==> src/include/urbs_defs.svh <==
`ifndef URBS_DEFS_SVH
`define URBS_DEFS_SVH

// Register byte offsets on the AHB-Lite bus
`define URBS_OFS_DATA 8'h00
`define URBS_OFS_STATUS 8'h04
`define URBS_OFS_CTRL_B 8'h08
`define URBS_OFS_CTRL_C 8'h0C
`define URBS_OFS_BAUD 8'h10

// Status register bit positions
`define URBS_ST_DONE 7
`define URBS_ST_FRAME 4
`define URBS_ST_OVR 3
`define URBS_ST_PAR 2

// Control register B bit positions
`define URBS_CB_IRQ_EN 7
`define URBS_CB_RX_EN 4
`define URBS_CB_SIZE2 2
`define URBS_CB_NINTH 1

// Control register C bit positions
`define URBS_CC_PM_HI 5
`define URBS_CC_PM_LO 4
`define URBS_CC_STOP 3
`define URBS_CC_SIZE_HI 2
`define URBS_CC_SIZE_LO 1

// Reset values
`define URBS_RST_CTRL_B 8'h00
`define URBS_RST_CTRL_C 8'h06
`define URBS_RST_BAUD 16'h0010

// Character size code for nine data bits
`define URBS_SIZE_NINE 3'h7

// Buffer entry layout: data in 8:0, then the three error bits
`define URBS_ENT_FRAME 9
`define URBS_ENT_OVR 10
`define URBS_ENT_PAR 11
`define URBS_ENT_W 12

`endif

==> src/include/urbs_pkg.sv <==
package urbs_pkg;

	// Receive frame sequencer states
	typedef enum logic [2:0] {
		RxIdle,
		RxStart,
		RxData,
		RxParity,
		RxStop
	} urbs_rx_state_t;

	// Number of data bits for a character size code
	function automatic logic [3:0] urbs_data_bits(input logic [2:0] size);
		urbs_data_bits = (size == 3'h7) ? 4'h9 : (4'h5 + {2'h0, size[1:0]});
	endfunction

	// Mask that keeps only the valid data bits
	function automatic logic [8:0] urbs_data_mask(input logic [2:0] size);
		urbs_data_mask = 9'h1FF >> (4'h9 - urbs_data_bits(size));
	endfunction

endpackage

==> src/rtl/urbs_buf_mem.sv <==
`timescale 1ns/1ps
// Small receive buffer store, registered read data with write forwarding
module urbs_buf_mem #(
	parameter int WIDTH = 12,
	parameter int DEPTH = 2,
	parameter int AW = (DEPTH > 1) ? $clog2(DEPTH) : 1
) (
	input wire logic clk,
	input wire logic wrEn,
	input wire logic [AW-1:0] wrAddr,
	input wire logic [WIDTH-1:0] wrData,
	input wire logic [AW-1:0] rdAddr,
	output logic [WIDTH-1:0] rdData
);

	logic [WIDTH-1:0] mem [DEPTH]; // Entry storage
	logic [WIDTH-1:0] rdData_reg; // Registered read port
	wire fwdHit = wrEn && (wrAddr == rdAddr); // Write to the entry being read

	// Storage write
	always_ff @(posedge clk) begin
		if (wrEn) begin
			mem[wrAddr] <= wrData;
		end
	end

	// Read register; forwarding keeps a fresh head visible at once
	always_ff @(posedge clk) begin
		rdData_reg <= fwdHit ? wrData : mem[rdAddr];
	end

	assign rdData = rdData_reg;

endmodule

==> src/rtl/urbs_frame_rx.sv <==
`timescale 1ns/1ps
// Serial frame sequencer: start check, data, parity, first stop bit
module urbs_frame_rx
	import urbs_pkg::*;
#(
	parameter int DIV_W = 16
) (
	input wire logic clk,
	input wire logic rst_n,
	input wire logic enable,
	input wire logic rxd,
	input wire logic [DIV_W-1:0] bitPeriod,
	input wire logic [3:0] dataBits,
	input wire logic parityOn,
	output logic startDet,
	output logic frameDone,
	output logic [8:0] frameData,
	output logic parityBit,
	output logic stopBit
);

	urbs_rx_state_t state_reg; // Sequencer state
	logic [DIV_W-1:0] cnt_reg; // Cycles to next sample point
	logic [3:0] idx_reg; // Current data bit index
	logic rxPrev_reg; // Line level one cycle ago
	logic startDet_reg;
	logic frameDone_reg;
	logic [8:0] data_reg;
	logic parity_reg;
	logic stop_reg;

	wire sampleNow = (cnt_reg == '0); // Middle of the bit reached
	wire fallEdge = rxPrev_reg && !rxd; // Idle to start transition
	wire lastData = (idx_reg == dataBits - 4'h1); // Final data bit
	wire [DIV_W-1:0] fullBit = bitPeriod - {{(DIV_W-1){1'b0}}, 1'b1};

	// Sequencer; a cleared enable drops any frame at once
	always_ff @(posedge clk) begin
		if (!rst_n || !enable) begin
			state_reg <= RxIdle;
			cnt_reg <= '0;
			idx_reg <= 4'h0;
			rxPrev_reg <= 1'b1;
			startDet_reg <= 1'b0;
			frameDone_reg <= 1'b0;
			data_reg <= 9'h000;
			parity_reg <= 1'b0;
			stop_reg <= 1'b1;
		end else begin
			rxPrev_reg <= rxd;
			startDet_reg <= 1'b0;
			frameDone_reg <= 1'b0;
			cnt_reg <= sampleNow ? fullBit : cnt_reg - {{(DIV_W-1){1'b0}}, 1'b1};
			unique case (state_reg)
				RxIdle: begin
					// Wait half a bit then check the start bit
					if (fallEdge) begin
						state_reg <= RxStart;
						cnt_reg <= bitPeriod >> 1;
					end
				end
				RxStart: begin
					if (sampleNow) begin
						state_reg <= rxd ? RxIdle : RxData;
						startDet_reg <= !rxd;
						idx_reg <= 4'h0;
						data_reg <= 9'h000;
					end
				end
				RxData: begin
					if (sampleNow) begin
						data_reg[idx_reg] <= rxd;
						idx_reg <= idx_reg + 4'h1;
						if (lastData) begin
							state_reg <= parityOn ? RxParity : RxStop;
						end
					end
				end
				RxParity: begin
					if (sampleNow) begin
						parity_reg <= rxd;
						state_reg <= RxStop;
					end
				end
				RxStop: begin
					// Only the first stop bit is looked at
					if (sampleNow) begin
						stop_reg <= rxd;
						frameDone_reg <= 1'b1;
						state_reg <= RxIdle;
					end
				end
			endcase
		end
	end

	assign startDet = startDet_reg;
	assign frameDone = frameDone_reg;
	assign frameData = data_reg;
	assign parityBit = parity_reg;
	assign stopBit = stop_reg;

endmodule

==> src/rtl/urbs_rx_top.sv <==
// Notes on behaviour
// - Ninth bit and flags stored per frame
// - Receive-complete reads one while buffer nonempty
// - Clearing receiver enable flushes the buffer
// - Interrupt request follows flag when enabled
// - Error flags belong to oldest unread frame
// - Status writes leave error flags unchanged
// - Error flags raise no interrupt request
// - Frame error set when stop sampled low
// - Only first stop bit checked, count ignored
// - Overrun: buffer full, held frame, new start
// - Overrun cleared on successful buffer transfer
// - Parity error reads zero when checking off
// - Checker active on high mode bit only
// - Parity compared, result stored with frame
// - Parity error valid until data is read
// - Disable is immediate, releases receive pin
// - Frame moves to buffer after first stop
// - Unused upper data bits read as zero
`timescale 1ns/1ps
`include "urbs_defs.svh"
module urbs_rx_top
	import urbs_pkg::*;
#(
	parameter int DEPTH = 2,
	parameter int DIV_W = 16
) (
	input wire logic clk,
	input wire logic rst_n,
	input wire logic hsel,
	input wire logic [31:0] haddr,
	input wire logic [1:0] htrans,
	input wire logic hwrite,
	input wire logic [2:0] hsize,
	input wire logic [31:0] hwdata,
	input wire logic hready,
	output logic hreadyout,
	output logic hresp,
	output logic [31:0] hrdata,
	input wire logic rxdPin,
	output logic rxPinOverride,
	output logic rxIrq
);

	localparam int AW = (DEPTH > 1) ? $clog2(DEPTH) : 1;
	localparam int CW = $clog2(DEPTH + 1);

	// Pin synchroniser
	logic rxdMeta_reg; // First stage, read only by the second
	logic rxdSync_reg; // Second stage, safe to use

	// Software controls
	logic [7:0] ctrlB_reg; // Enables and size high bit
	logic [7:0] ctrlC_reg; // Parity, stop count, size low bits
	logic [DIV_W-1:0] baud_reg; // Cycles per serial bit

	// Buffer state
	logic [CW-1:0] count_reg; // Unread entries
	logic [AW-1:0] wrPtr_reg; // Next free entry
	logic [AW-1:0] rdPtr_reg; // Oldest unread entry
	logic [`URBS_ENT_W-1:0] head; // Oldest entry from the store

	// Completed frame waiting in the shift register stage
	logic holdFull_reg;
	logic [`URBS_ENT_W-1:0] hold_reg;
	logic ovrPending_reg; // Frames were lost since last transfer

	// Bus address phase capture
	logic wrPend_reg; // Write data phase pending
	logic [7:0] wrAddr_reg; // Offset of the pending write
	logic [31:0] hrdata_reg; // Read data for the data phase

	// Frame receiver outputs
	logic startDet;
	logic frameDone;
	logic [8:0] frameData;
	logic parityBit;
	logic stopBit;

	// Decoded controls
	wire rxEnable = ctrlB_reg[`URBS_CB_RX_EN];
	wire irqEnable = ctrlB_reg[`URBS_CB_IRQ_EN];
	wire [2:0] charSize = {ctrlB_reg[`URBS_CB_SIZE2], ctrlC_reg[`URBS_CC_SIZE_HI:`URBS_CC_SIZE_LO]};
	wire parityOn = ctrlC_reg[`URBS_CC_PM_HI];
	wire parityOdd = ctrlC_reg[`URBS_CC_PM_LO];
	wire [3:0] dataBits = urbs_data_bits(charSize);

	// Buffer status; the flag drops with the enable, ahead of the flush edge
	wire bufEmpty = (count_reg == '0);
	wire bufFull = (count_reg == CW'(DEPTH));
	wire rxComplete = rxEnable && !bufEmpty;

	// Head fields, zero when nothing is buffered
	wire headFrameErr = rxComplete && head[`URBS_ENT_FRAME];
	wire headOverrun = rxComplete && head[`URBS_ENT_OVR];
	wire headParErr = rxComplete && head[`URBS_ENT_PAR];
	wire headNinth = rxComplete && head[8];
	wire [7:0] headData = rxComplete ? head[7:0] : 8'h00;

	// Bus address phase decode
	wire busTake = hsel && htrans[1] && hready;
	wire [7:0] busOfs = haddr[7:0];
	wire rdTake = busTake && !hwrite;
	wire wrTake = busTake && hwrite;

	// Reading the data location pops the oldest entry
	wire pop = rdTake && (busOfs == `URBS_OFS_DATA) && rxComplete;
	wire push = holdFull_reg && (!bufFull || pop);
	wire [AW-1:0] rdPtrInc = (rdPtr_reg == AW'(DEPTH - 1)) ? '0 : rdPtr_reg + AW'(1);
	wire [AW-1:0] wrPtrInc = (wrPtr_reg == AW'(DEPTH - 1)) ? '0 : wrPtr_reg + AW'(1);
	wire [AW-1:0] rdPtrNext = pop ? rdPtrInc : rdPtr_reg;

	// Parity checked over the valid data bits only
	wire [8:0] maskedData = frameData & urbs_data_mask(charSize);
	wire parityCalc = (^maskedData) ^ parityOdd;
	wire parityErr = parityOn && (parityCalc != parityBit);
	wire frameErr = !stopBit;
	wire [`URBS_ENT_W-1:0] newEntry = {parityErr, 1'b0, frameErr, maskedData};

	// Overrun: store full, a frame held, and another start begins
	wire overrunEvt = startDet && bufFull && holdFull_reg && !push;

	// Data phase write decode; status has no writable bits
	wire wrCtrlB = wrPend_reg && (wrAddr_reg == `URBS_OFS_CTRL_B);
	wire wrCtrlC = wrPend_reg && (wrAddr_reg == `URBS_OFS_CTRL_C);
	wire wrBaud = wrPend_reg && (wrAddr_reg == `URBS_OFS_BAUD);

	// Register read multiplexer
	wire [7:0] statusVal = {rxComplete, 2'b00, headFrameErr, headOverrun, headParErr, 2'b00};
	wire [7:0] ctrlBVal = {ctrlB_reg[7:2], headNinth, ctrlB_reg[0]};
	wire [31:0] rdMux =
		(busOfs == `URBS_OFS_DATA) ? {24'h000000, headData} :
		(busOfs == `URBS_OFS_STATUS) ? {24'h000000, statusVal} :
		(busOfs == `URBS_OFS_CTRL_B) ? {24'h000000, ctrlBVal} :
		(busOfs == `URBS_OFS_CTRL_C) ? {24'h000000, ctrlC_reg} :
		(busOfs == `URBS_OFS_BAUD) ? {{(32-DIV_W){1'b0}}, baud_reg} : 32'h00000000;

	// Two-flop synchroniser for the serial line
	always_ff @(posedge clk) begin
		if (!rst_n) begin
			rxdMeta_reg <= 1'b1;
			rxdSync_reg <= 1'b1;
		end else begin
			rxdMeta_reg <= rxdPin;
			rxdSync_reg <= rxdMeta_reg;
		end
	end

	// Bus address phase capture and registered read data
	always_ff @(posedge clk) begin
		if (!rst_n) begin
			wrPend_reg <= 1'b0;
			wrAddr_reg <= 8'h00;
			hrdata_reg <= 32'h00000000;
		end else begin
			wrPend_reg <= wrTake;
			wrAddr_reg <= busOfs;
			if (rdTake) begin
				hrdata_reg <= rdMux;
			end
		end
	end

	// Control registers; bit 1 of control B is read-only
	always_ff @(posedge clk) begin
		if (!rst_n) begin
			ctrlB_reg <= `URBS_RST_CTRL_B;
			ctrlC_reg <= `URBS_RST_CTRL_C;
			baud_reg <= DIV_W'(`URBS_RST_BAUD);
		end else begin
			if (wrCtrlB) begin
				ctrlB_reg <= {hwdata[7:2], 1'b0, hwdata[0]};
			end
			if (wrCtrlC) begin
				ctrlC_reg <= hwdata[7:0];
			end
			if (wrBaud) begin
				baud_reg <= hwdata[DIV_W-1:0];
			end
		end
	end

	// Holding stage for a completed frame; a newer one overwrites it
	always_ff @(posedge clk) begin
		if (!rst_n || !rxEnable) begin
			holdFull_reg <= 1'b0;
			hold_reg <= '0;
			ovrPending_reg <= 1'b0;
		end else begin
			if (frameDone) begin
				holdFull_reg <= 1'b1;
				hold_reg <= newEntry;
			end else if (push) begin
				holdFull_reg <= 1'b0;
			end
			// Set wins; a transfer carries and clears the overrun mark
			if (overrunEvt) begin
				ovrPending_reg <= 1'b1;
			end else if (push) begin
				ovrPending_reg <= 1'b0;
			end
		end
	end

	// Buffer pointers and fill count; disable empties everything
	always_ff @(posedge clk) begin
		if (!rst_n || !rxEnable) begin
			count_reg <= '0;
			wrPtr_reg <= '0;
			rdPtr_reg <= '0;
		end else begin
			rdPtr_reg <= rdPtrNext;
			if (push) begin
				wrPtr_reg <= wrPtrInc;
			end
			if (push && !pop) begin
				count_reg <= count_reg + CW'(1);
			end else if (pop && !push) begin
				count_reg <= count_reg - CW'(1);
			end
		end
	end

	// Frame sequencer
	urbs_frame_rx #(
		.DIV_W(DIV_W)
	) u_frame_rx (
		.clk(clk),
		.rst_n(rst_n),
		.enable(rxEnable),
		.rxd(rxdSync_reg),
		.bitPeriod(baud_reg),
		.dataBits(dataBits),
		.parityOn(parityOn),
		.startDet(startDet),
		.frameDone(frameDone),
		.frameData(frameData),
		.parityBit(parityBit),
		.stopBit(stopBit)
	);

	// Entry store; the overrun mark joins the frame on transfer
	urbs_buf_mem #(
		.WIDTH(`URBS_ENT_W),
		.DEPTH(DEPTH)
	) u_buf_mem (
		.clk(clk),
		.wrEn(push),
		.wrAddr(wrPtr_reg),
		.wrData({hold_reg[`URBS_ENT_PAR], ovrPending_reg || overrunEvt, hold_reg[9:0]}),
		.rdAddr(rdPtrNext),
		.rdData(head)
	);

	// Bus answers at once, always OKAY
	assign hreadyout = 1'b1;
	assign hresp = 1'b0;
	assign hrdata = hrdata_reg;

	// Pin returns to port use when the receiver is off
	assign rxPinOverride = rxEnable;

	// Request only from receive-complete, never from error flags
	assign rxIrq = irqEnable && rxComplete;

endmodule

==> config.mk <==
export PLATFORM = sky130hd
export DESIGN_NAME = urbs_rx_top
export DESIGN_NICKNAME = d
export VERILOG_FILES = /design/src/include/urbs_pkg.sv /design/src/rtl/urbs_buf_mem.sv /design/src/rtl/urbs_frame_rx.sv /design/src/rtl/urbs_rx_top.sv
export VERILOG_INCLUDE_DIRS = /design/src /design/src/include
export SDC_FILE = /design/constraint.sdc
export NUM_CORES = 1
export LEC_CHECK = 0
export BUFFER_PORTS_ARGS = -buffer_cell sky130_fd_sc_hd__buf_4
export CAP_MARGIN = 40
export CORE_ASPECT_RATIO = 0.5
export CORE_UTILIZATION = 45
export DETAILED_ROUTE_END_ITERATION = 6
export MAX_ROUTING_LAYER = met4
export PLACE_DENSITY = 0.74
export RECOVER_POWER = 100
export SLEW_MARGIN = 20
export SYNTH_ARGS = -nofsm -noshare
export SYNTH_HDL_FRONTEND = slang
export SYNTH_SLANG_ARGS = --single-unit
==> constraint.sdc <==
create_clock -name clk -period 8.1 [get_ports clk]
set_clock_uncertainty 0.15 [all_clocks]
set_input_delay 0.405 -clock clk [delete_from_list [all_inputs] [get_ports clk]]
set_output_delay 0.405 -clock clk [all_outputs]
set_load 0.005 [all_outputs]
Yosys cells after proc, flatten, opt, wreduce, memory -nomap -nowiden
Memories as Yosys holds them, arrays and structs flattened. A register that Yosys moved wholly into a read port is not among the register bits.
Cells that the tools add are included.
{"block": "word_totals", "regBits": 128, "latch_bits": 0, "ram_bits": 24, "romBits": 0, "out_inout_bits": 36, "wordCells": 153, "mem_count": 1}
{"name": "u_buf_mem.mem", "depth": 2, "word_bits": 12, "rd": 1, "rd_clocked_by_memory_dff": 1, "write_ports": 1, "line_no": "urbs_buf_mem.sv:16", "text": "logic [WIDTH-1:0] mem [DEPTH];"}
{"block": "classes", "addsub": 10, "n_mul": 0, "n_div": 0, "magnitude_cmp": 2, "eq_ne": 21, "n_shift": 1, "mux": 39, "bitwise": 5, "reduce_logical": 51}
{"operator": "$mux W16", "n": 8}
{"operator": "$eq A8 B4 Y1 const B", "n": 4}
{"operator": "$sub A16 B1 Y16 const B", "n": 2}
{"operator": "$logic_and A1 B1 Y1", "n": 24}
{"operator": "$mux W3", "n": 7}
{"operator": "$mux W9", "n": 2}
{"operator": "$pmux W9 S2", "n": 1}
{"operator": "$eq A8 B5 Y1 const B", "n": 2}
{"operator": "$logic_not A16 Y1", "n": 1}
{"operator": "$pmux W3 S5", "n": 1}
{"operator": "$mux W4", "n": 3}
{"operator": "$ne A2 B1 Y1 const B", "n": 6}
{"operator": "$mux W1", "n": 10}
{"operator": "$and A9 B9 Y9", "n": 1}
{"operator": "$bwmux W9", "n": 1}
{"operator": "$logic_not A1 Y1", "n": 9}
{"operator": "$reduce_xor A9 Y1", "n": 1}
{"operator": "$shr A9 B4 Y9 const A", "n": 1}
{"operator": "$eq A8 B3 Y1 const B", "n": 1}
{"operator": "$logic_not A8 Y1", "n": 1}
{"operator": "$mux W8", "n": 1}
{"operator": "$pmux W4 S2", "n": 1}
{"operator": "$reduce_bool A2 Y1", "n": 4}
{"operator": "$eq A3 B2 Y1 const B", "n": 2}
{"operator": "26 further kinds", "n": 35}

Longest topological paths before layout
Gate-level depths: netlist of the first run.
{"block": "logic_depth", "word_depth": 11, "mapped_depth": 12, "mapped_depth_nobuf": 11}

By module
From an unflattened synthesis of the first run, not the netlist that was laid out.
{"block": "unflattened", "cells_unflattened": 734, "area_unflattened_um2": 6915.4}
{"module": "urbs_rx_top", "instances": 1, "cells_each": 401, "area_per_inst_um2": 3603.5}
{"module": "urbs_frame_rx", "instances": 1, "cells_each": 293, "area_per_inst_um2": 2374.8}
{"module": "urbs_buf_mem", "instances": 1, "cells_each": 40, "area_per_inst_um2": 937.1}

Worst setup path after synthesis of the first run
Ideal clock, no wire load.
{"block": "synth_timing", "path_type": "input to register", "from": "input haddr[0]", "to": "memory u_buf_mem.mem[0][0], enable pin", "arrival_time_ns": 2.466, "required_time_ns": 7.554, "setup_slack_ns": 5.088, "stages": 5, "path_buffers": 0, "path_cell_list": "or4_4 nor3_2 nand4_2 and3_1 nor3_1"}
{"block": "synth_between", "elab_chain_len": 7}
{"item": "start, declared", "line_no": "urbs_rx_top.sv:31", "text": "input wire logic [31:0] haddr,"}
{"item": "$logic_not A8 Y1 (no source line)"}
{"item": "$logic_and A1 B1 Y1 (2 in a row)", "line_no": "urbs_rx_top.sv:107", "text": "wire pop = rdTake && (busOfs == `URBS_OFS_DATA) && rxComplete;"}
{"item": "$logic_or A1 B1 Y1", "line_no": "urbs_rx_top.sv:108", "text": "wire push = holdFull_reg && (!bufFull || pop);"}
{"item": "$logic_and A1 B1 Y1", "line_no": "urbs_rx_top.sv:108"}
{"item": "$mux W1", "line_no": "urbs_buf_mem.sv:22", "text": "if (wrEn) begin"}
{"item": "$mux W1 (not written as such)", "line_no": "urbs_buf_mem.sv:23", "text": "mem[wrAddr] <= wrData;"}
{"item": "end, declared", "line_no": "urbs_buf_mem.sv:16"}
Every way passes these cells.

Worst setup path in the final report of the first run
{"block": "layout_timing", "from": "register ctrlC_reg[1]", "to": "register hold_reg[11]"}
{"block": "layout_between", "elab_chain_len": 9}
{"item": "start, declared", "line_no": "urbs_rx_top.sv:54", "text": "logic [7:0] ctrlC_reg;"}
{"item": "start signal, assigned", "line_no": "urbs_rx_top.sv:168", "text": "ctrlC_reg <= `URBS_RST_CTRL_C;"}
{"item": "start signal, assigned", "line_no": "urbs_rx_top.sv:175", "text": "ctrlC_reg <= hwdata[7:0];"}
{"item": "$add A3 B2 Y4 or $eq A3 B3 Y1 (tied branches)", "line_no": "urbs_pkg.sv:14", "text": "urbs_data_bits = (size == 3'h7) ? 4'h9 : (4'h5 + {2'h0, size[1:0]});"}
{"item": "$mux W4 (*)", "line_no": "urbs_pkg.sv:14"}
{"item": "$sub A4 B4 Y4 (*)", "line_no": "urbs_pkg.sv:19", "text": "urbs_data_mask = 9'h1FF >> (4'h9 - urbs_data_bits(size));"}
{"item": "$shr A9 B4 Y9 (*)", "line_no": "urbs_pkg.sv:19"}
{"item": "$and A9 B9 Y9 (*)", "line_no": "urbs_rx_top.sv:114", "text": "wire [8:0] maskedData = frameData & urbs_data_mask(charSize);"}
{"item": "$reduce_xor A9 Y1 (*)", "line_no": "urbs_rx_top.sv:115", "text": "wire parityCalc = (^maskedData) ^ parityOdd;"}
{"item": "$xor A1 B1 Y1 (*)", "line_no": "urbs_rx_top.sv:115"}
{"item": "$ne A1 B1 Y1 (*)", "line_no": "urbs_rx_top.sv:116", "text": "wire parityErr = parityOn && (parityCalc != parityBit);"}
{"item": "$logic_and A1 B1 Y1 (*)", "line_no": "urbs_rx_top.sv:116"}
{"item": "end signal, assigned", "line_no": "urbs_rx_top.sv:192", "text": "hold_reg <= newEntry;"}
{"item": "end, declared", "line_no": "urbs_rx_top.sv:65", "text": "logic [`URBS_ENT_W-1:0] hold_reg;"}
Mark *: on every way between the ends. The rest lies on a longest branch, timed or not.
A chain may end at the register's enable or synchronous reset.

==> impl_metrics.yaml, run 1 <==
drt:
  drc: 0
  wl_per_cell_um: 17.0
  num_vias: 5418
  wl_um: 16200
  drt_first_pass_iters: 5
  ant_nets: 0
  drtIter0Drc: 444
  vias_per_cell: 5.69
synth:
  yosysMostFrequentCell: "dfxtp_1"
  synth.avg_cell_area_um2: 9.54
  synth-xor-area-share_pct: 3.18
  synth_commonest_cells: "113 x dfxtp_1, 56 x nand2_1, 51 x mux2i_1"
  synth.area.top_cells: "dfxtp_1 33%, edfxtp_1 11%, mux2i_1 7.5%"
  ys_ff_latch: 137
  synth_area_leader_cell: "dfxtp_1"
  synthFlopType: "dfxtp_1"
  syn_inst: 709
  ys_types: 78
  synth_top_family_by_area: "simple AND/OR/NAND/NOR gates"
  synth_edf_count: 24
  ys.warnings.count: 0
  synth-simple-area-share_pct: 22.6
  syn_area_um2: 6770
  synthMuxAreaShare_pct: 8.05
  synthArstFlopShare_pct: 0
  synth_top_area_share_pct: 33.4
  yosys.area_share.adder_pct: 2.22
  synth-compound-area-share_pct: 14.7
  yosysSeqAreaShare_pct: 44.1
pwr:
  leakagePower_nw: 2.74
  p_per_area_nw_per_um2: 198
  total_power_mw: 1.53
  vdd_drop_max_uv: 125
die:
  pin_count: 111
  dieArea_um2: 15600
  rows: 31
  initial_core_util_pct: 46.4
  coreArea_um2: 14600
  die_x_um: 175
  dieHeight_um: 88.7
critical_path:
  crit_fanout: 11
  worstSetupEndpointType: "flop"
  cp.required_ns: 8.25
  crit_arrival_ns: 3.70
  crit_type: "flop to flop"
  r2r-start: "ctrlC_reg[1]"
  startpoint_type: "flop"
  critPathLaunch: "ctrlC_reg[1]"
sta:
  finalCritPeriodShare_pct: 43.8
  worst_slew_pin_slew_ns: 2.37
  setup_tns_ns: 0
  maxSlewHeadroom_pct: -60.1
  fin_crit_ns: 3.54
  hold_viol: 0
  fin_ws_ns: 4.56
  finalSetupViolCount: 0
  rsz0062_at_grt: "false"
  slew_violations: 69
  fmaxAchievable_mhz: 282
place:
  port_buffers: 48
  post_dp_cell_area_um2: 7210
  dpl.hpwl_um: 11300
  place_ws_ns: 4.65
  place.gp.congestion: 0.835
layout:
  fin_area_um2: 7740
  seqCellArea_um2: 2980
  drive_gt1_share_pct: 14.2
  syn2layout_area_growth_pct: 14.4
  finalCoreUtilization_pct: 53.1
  multi_input_area_um2: 3460
  fin_nets: 828
  nFillCells: 1305
  diodes: 0
  largest_reg_flops: 24
  regMostFlops: "u_buf_mem.mem"
global_routing:
  antenna_found_initial: 0
  grt.total_usage_pct: 21.8
  grt.overflow.total: 0
  grt_pass1_wl_um: 25800
  grt_max_degree: 61
  met1_usage_pct: 27.4
  met3_usage_pct: 4.17
  grt.busiest_layer: "met2"
  grt_pass1_vias: 5076
  use_met2_pct: 36.0
cts:
  htreeDepth: 4
  cts_buffers: 17
  cts_root_buf: "clkbuf_16"
  insertion_delay_ns: 0.42
  clock-sinks: 137
  ctsLongestPathBuffers: 2
  tritoncts: "built"
  cts_resized: 0
  post_cts_buffers: 0
  hold_buffers: 0
  path_clk_slew_ns: 0.06
min_path:
  hold_class: "primary input to flop"
  hold_start: "rxdPin"
run:
  drv_cap: 2
run_status:
  failed_checks: "max-capacitance violations, max-slew violations"
  outcome: "finished, violations left"
critical path, cell delays in order (launching register included):
cell and delay [ns]:
dfxtp_1 0.58, ha_1 0.46, nand2_1 0.19, nand2_4 0.12, ha_1 0.21, ha_1 0.33, a311o_1 0.43, or4b_4 0.54
o211ai_2 0.09, xnor2_1 0.11, a32o_1 0.21
cell type report:
type / instances / area share [%]
inverters: 12 / 0.582
multi-input cells: 519 / 44.7
clock inverters: 10 / 1.46
clock buffers: 22 / 6.55
flip-flops and latches: 137 / 38.6
well taps: 198 / 3.20
repair buffers: 54 / 4.95
metal layers:
layer	up-vias	wire (um)
li1	2588	-
met1	2625	7460
met2	179	7680
met3	26	823
met4	0	222
met5	-	0
path summary, 6_finish.rpt:
check / end / cells after the start / slack (ns)
worst min-delay path: rxdMeta_reg / 2 / 0.02
worst max-delay path: hold_reg[11] / 10 / 4.56
worst max register to register: hold_reg[11] / 10 / 4.56
worst min register to register: rxdSync_reg / 1 / 0.26
where the power goes:
group          leakage (nW)  switching (mW)  total (mW)  internal (mW)
combinational          1.31          0.0175      0.0352         0.0176
sequential             1.13         0.00221       0.696          0.694
clock                 0.299           0.295       0.800          0.505
per-stage QoR:
stage / instances / hold slack (ns)
after detailed placement: 920 / 0.246
after floorplan: 725 / 0.236
final: 952 / 0.0166
after global placement: 917 / 0.241
after global routing: 952 / 0.00739
after CTS: 952 / 0.00941
layout by cell type (no fill, tap or decap), drive strengths merged, types with 8 or more instances in the layout:
cell	netlist	layout
dfxtp	113	113
ha	12	12
o211ai	8	8
mux2i	51	51
edfxtp	24	24
and2	17	17
o21ai	34	34
nand2b	17	17
clkbuf	32	44
nand3	23	23
nor3	17	17
nand4	12	12
conb	2	18
nand2	60	60
a21oi	36	36
nor2b	33	33
or3	10	10
inv	12	13
nor2	48	48
xnor2	15	15
a31oi	10	10
buf	25	32
a21boi	8	8
cells by family (layout without fill, tap and decap cells):
family | Yosys count | after routing
flops | 137 | 137
compound gates | 143 | 143
xor+xnor | 23 | 23
other cells | 2 | 18
simple gates | 269 | 269
mux | 54 | 54
buf+inv | 69 | 98
fa+ha+maj | 12 | 12
Note: power is estimated with default switching activity, not from simulation.
==> run 2: changes to the inputs <==
clock period = 3.57 ns   (was 8.1 ns; I/O delays follow)
==> impl_metrics.yaml, run 2 (synthesis results as in run 1) <==
sta:
  finalCritPeriodShare_pct: 92.8
  rsz0062_at_grt: "false"
  hold_viol: 0
  fmaxAchievable_mhz: 302
  worst_slew_pin_slew_ns: 1.38
  fin_ws_ns: 0.259
  setup_tns_ns: 0
  slew_violations: 0
  fin_crit_ns: 3.31
  finalSetupViolCount: 0
  maxSlewHeadroom_pct: 8.28
run:
  drv_cap: 0
global_routing:
  grt_max_degree: 61
  grt_pass1_wl_um: 26200
  grt_pass1_vias: 5228
  grt.overflow.total: 0
  grt.total_usage_pct: 22.2
  antenna_found_initial: 0
drt:
  wl_um: 16400
  wl_per_cell_um: 16.6
  vias_per_cell: 5.64
  drt_first_pass_iters: 5
  drtIter0Drc: 447
  num_vias: 5564
  drc: 0
  ant_nets: 0
min_path:
  hold_class: "primary input to flop"
place:
  post_dp_cell_area_um2: 7250
  dp.cells: 928
  place_ws_ns: 0.490
  dpl.hpwl_um: 11100
  port_buffers: 48
  place.gp.congestion: 0.848
run_status:
  outcome: "complete, no violations"
cts:
  insertion_delay_ns: 0.42
  hold_buffers: 27
  tritoncts: "built"
  ctsLongestPathBuffers: 2
  cts_buffers: 17
  cts_resized: 0
  clock-sinks: 137
  post_cts_buffers: 0
  path_clk_slew_ns: 0.07
  htreeDepth: 4
  cts_root_buf: "clkbuf_16"
critical_path:
  crit_family: "simple AND/OR/NAND/NOR gates"
  startpoint_type: "primary input"
  crit_arrival_ns: 3.21
  critPathMaxStageDelay_ns: 0.59
  worstSetupEndpointType: "flop"
  cp.required_ns: 3.47
  crit_type: "primary input to flop"
  crit_chain: "dlygate4sd3_1 -> clkbuf_1 -> or4_1 -> nor3_1 -> nand4_2 -> clkbuf_1 -> a31oi_2 -> and2_1"
  slowest_stage: "or4_1"
  crit_fanout: 12
  worst-path-buf-inv: 3
  crit_path_frequent_cell: "clkbuf_1"
layout:
  fin_area_um2: 7970
  fin_nets: 863
  finalCoreUtilization_pct: 54.6
  diodes: 0
  layout_common_cells: "113 x dfxtp_1, 59 x nand2_1, 51 x mux2i_1"
  syn2layout_area_growth_pct: 17.8
  regMostFlops: "u_buf_mem.mem"
  largest_reg_flops: 24
  drive_gt1_share_pct: 13.4
  layout_commonest_cell: "dfxtp_1"
  final_cells: 987
die:
  dieHeight_um: 88.7
  pin_count: 111
  coreArea_um2: 14600
  die_x_um: 175
  initial_core_util_pct: 46.4
  dieArea_um2: 15600
  rows: 31
pwr:
  leakagePower_nw: 2.84
  vdd_drop_max_uv: 277
  p_per_area_nw_per_um2: 419
==> run 2: cell count changes in the layout (fill, tap and decap cells not counted), moves of 2 or more <==
cell           before  now
clkinv_4            1    3
dlygate4sd3_1       0   27
and2_0             11    6
bufinv_16           2    0
inv_6               0    5
buf_4              31   27
clkbuf_1            8   14
clkbuf_4           15   20
clkbuf_16          19   17
clkinv_2            3    0
clkbuf_8            2    0
inv_8               0    3
and2_1              6   11
==> run 2: cell type report <==
type / count / area [um2]
Clock buffer: 17 / 425
Clock inverter: 15 / 130
Fill cell: 1268 / 6620
Inverter: 12 / 45.0
Multi-Input combinational cell: 519 / 3460
Sequential cell: 137 / 2980
Tap cell: 198 / 248
Timing Repair Buffer: 89 / 681
==> run 2: final timing paths <==
check                                            start                endpoint  slack (ns)  cells after the start
worst min register to register             rxdMeta_reg             rxdSync_reg        0.26                      1
worst max-delay path                          haddr[0]    u_buf_mem.mem[1][11]        0.26                      8
worst max register to register  u_frame_rx.cnt_reg[11]  u_frame_rx.cnt_reg[10]        0.37                     11
worst min-delay path                             rst_n             baud_reg[4]        0.02                      2
==> run 2: per-layer routing <==
layer / vias up / wire length [um] / GRT usage, %
li1: 2660 / - / -
met1: 2703 / 7410 / 27.5
met2: 174 / 7930 / 36.7
met3: 27 / 828 / 3.61
met4: 0 / 250 / 9.09
met5: - / 0 / -
==> run 2: stage by stage <==
step           power [mW]  hold WS (ns)
3_5_place_dp         1.70         0.224
6_report             3.34        0.0186
5_1_grt              3.44        0.0498
4_1_cts              3.37       0.00465
3_3_place_gp         1.69         0.212
2_1_floorplan        1.66         0.130
==> run 2: power breakdown <==
part           internal [mW]  switching [mW]  total (mW)  leakage [nW]
clock                  0.913           0.745        1.66         0.265
sequential              1.57         0.00503        1.58          1.13
combinational         0.0557          0.0465       0.102          1.44
total                   2.54           0.797        3.34          2.84
==> run 3: changes to the inputs <==
CORE_ASPECT_RATIO = 2   (was 0.5)
==> impl_metrics.yaml, run 3 (synthesis results as in run 1) <==
run_status:
  outcome: "complete, no violations"
pwr:
  leakagePower_nw: 2.85
  switching_share_pct: 20.9
  p_clk_share_pct: 51.5
  p_per_area_nw_per_um2: 433
  vdd_drop_max_uv: 242
  combPwrFrac_pct: 2.9
  pwr-share-seq_pct: 45.7
  p_int_mw: 2.74
  p_switching_mw: 0.723
cts:
  cts_root_buf: "clkbuf_16"
  insertion_delay_ns: 0.43
  htreeDepth: 4
  tritoncts: "built"
  clock-sinks: 137
  cts_buffers: 17
  path_clk_slew_ns: 0.06
  ctsLongestPathBuffers: 2
critical_path:
  cp.required_ns: 3.74
  startpoint_type: "flop"
  reg2reg_slack_ns: 0.40
  critPathLaunch: "ctrlC_reg[2]"
  worstSetupEndpointType: "flop"
  crit_fanout: 11
  r2r-start: "ctrlC_reg[2]"
  crit_path_end: "hold_reg[11]"
  crit_arrival_ns: 3.34
  rr_endpoint: "hold_reg[11]"
  crit_type: "flop to flop"
  r2r_cells: 10
global_routing:
  grt_max_degree: 61
  grt_pass1_wl_um: 27600
  grt.overflow.total: 0
  antenna_found_initial: 0
  grt_pass1_vias: 5416
  grt.total_usage_pct: 24.4
sta:
  timing.hold.ws_ns: 0.0291
  fmaxAchievable_mhz: 315
  hold_viol: 0
  fin_crit_ns: 3.17
  finalSetupViolCount: 0
  rsz0062_at_grt: "false"
  maxSlewHeadroom_pct: 14.6
  finalCritPeriodShare_pct: 88.9
  worst_slew_pin_slew_ns: 1.28
  setup_tns_ns: 0
  slew_violations: 0
die:
  pin_count: 111
  rows: 63
  dieHeight_um: 175
  coreArea_um2: 14700
  die_x_um: 88.7
  dieArea_um2: 15600
  initial_core_util_pct: 45.9
layout:
  layout_common_cells: "113 x dfxtp_1, 59 x nand2_1, 51 x mux2i_1"
  largest_reg_flops: 24
  fin_area_um2: 8000
  regMostFlops: "u_buf_mem.mem"
  seqCellArea_um2: 2980
  layout_commonest_cell: "dfxtp_1"
  diodes: 0
  drive_gt1_share_pct: 12.7
  finalCoreUtilization_pct: 54.2
  syn2layout_area_growth_pct: 18.2
  fin_nets: 864
  multi_input_area_um2: 3450
  nFillCells: 1307
drt:
  ant_nets: 0
  drt_first_pass_iters: 5
  wl_per_cell_um: 17.6
  drc: 0
  drtIter0Drc: 271
  wl_um: 17400
  num_vias: 5582
  vias_per_cell: 5.67
min_path:
  hold_class: "primary input to flop"
place:
  post_dp_cell_area_um2: 7260
  port_buffers: 48
  place.gp.congestion: 0.879
  dpl.hpwl_um: 12200
run:
  drv_cap: 0
## run 3: timing repair
action | in CTS | in global routing
hold buffers | 27 | 0
buffers inserted | 0 | 0
hold endpoints to repair | 42 | 0
endpoints found under the setup margin | 0 | 0
gates resized for setup | 0 | 0
## run 3: critical path: stages, from the launching register on
cell and delay, ns:
dfxtp_1 0.36, ha_1 0.39, nand2_1 0.19, nand2_4 0.12
ha_1 0.21, ha_1 0.32, a311o_1 0.41, or4b_1 0.54
o211ai_2 0.10, xnor2_1 0.09, a32o_1 0.20
## run 3: through the flow
step | setup slack (ns) | cells | power, mW
floorplan | 0.748 | 725 | 1.66
global placement | 0.547 | 926 | 1.69
detailed placement | 0.492 | 926 | 1.69
CTS | 0.475 | 985 | 3.48
global route | 0.188 | 985 | 3.56
finish | 0.396 | 985 | 3.46
## run 3: final cells by class
cell class              instances  area share [%]
well taps                     195            3.05
repair buffers                 90            8.40
flip-flops and latches        137            37.3
clock buffers                  23            6.10
multi-input cells             519            43.1
inverters                      12           0.563
clock inverters                 9            1.44
## run 3: worst min-delay path by stage
stage                     cells past startpoint           end  slack (ns)    from
final                                         2  ctrlC_reg[1]        0.03   rst_n
after global routing                          2   baud_reg[4]        0.05   rst_n
after CTS                                     2  ctrlC_reg[1]        0.02   rst_n
after detailed placement                      2   rxdMeta_reg        0.22  rxdPin
after global placement                        2   rxdMeta_reg        0.21  rxdPin
after floorplan                               1   rxdMeta_reg        0.13  rxdPin
## run 3: layer usage
layer,wire (um),vias up,GRT usage (%),part of all wire (%)
li1,-,2655,-,-
met1,5990,2677,22.5,34
met2,9500,185,43.7,55
met3,714,65,5.08,4.1
met4,1160,0,16.1,6.7
met5,0,-,-,0
## run 3: power by group through the flow
stage	registers, mW	logic (mW)	clock network [mW]
global route	1.58	0.110	1.87
floorplan	1.61	0.0532	0
detailed placement	1.61	0.0792	0
CTS	1.58	0.103	1.79
global placement	1.61	0.0786	0
finish	1.58	0.100	1.78
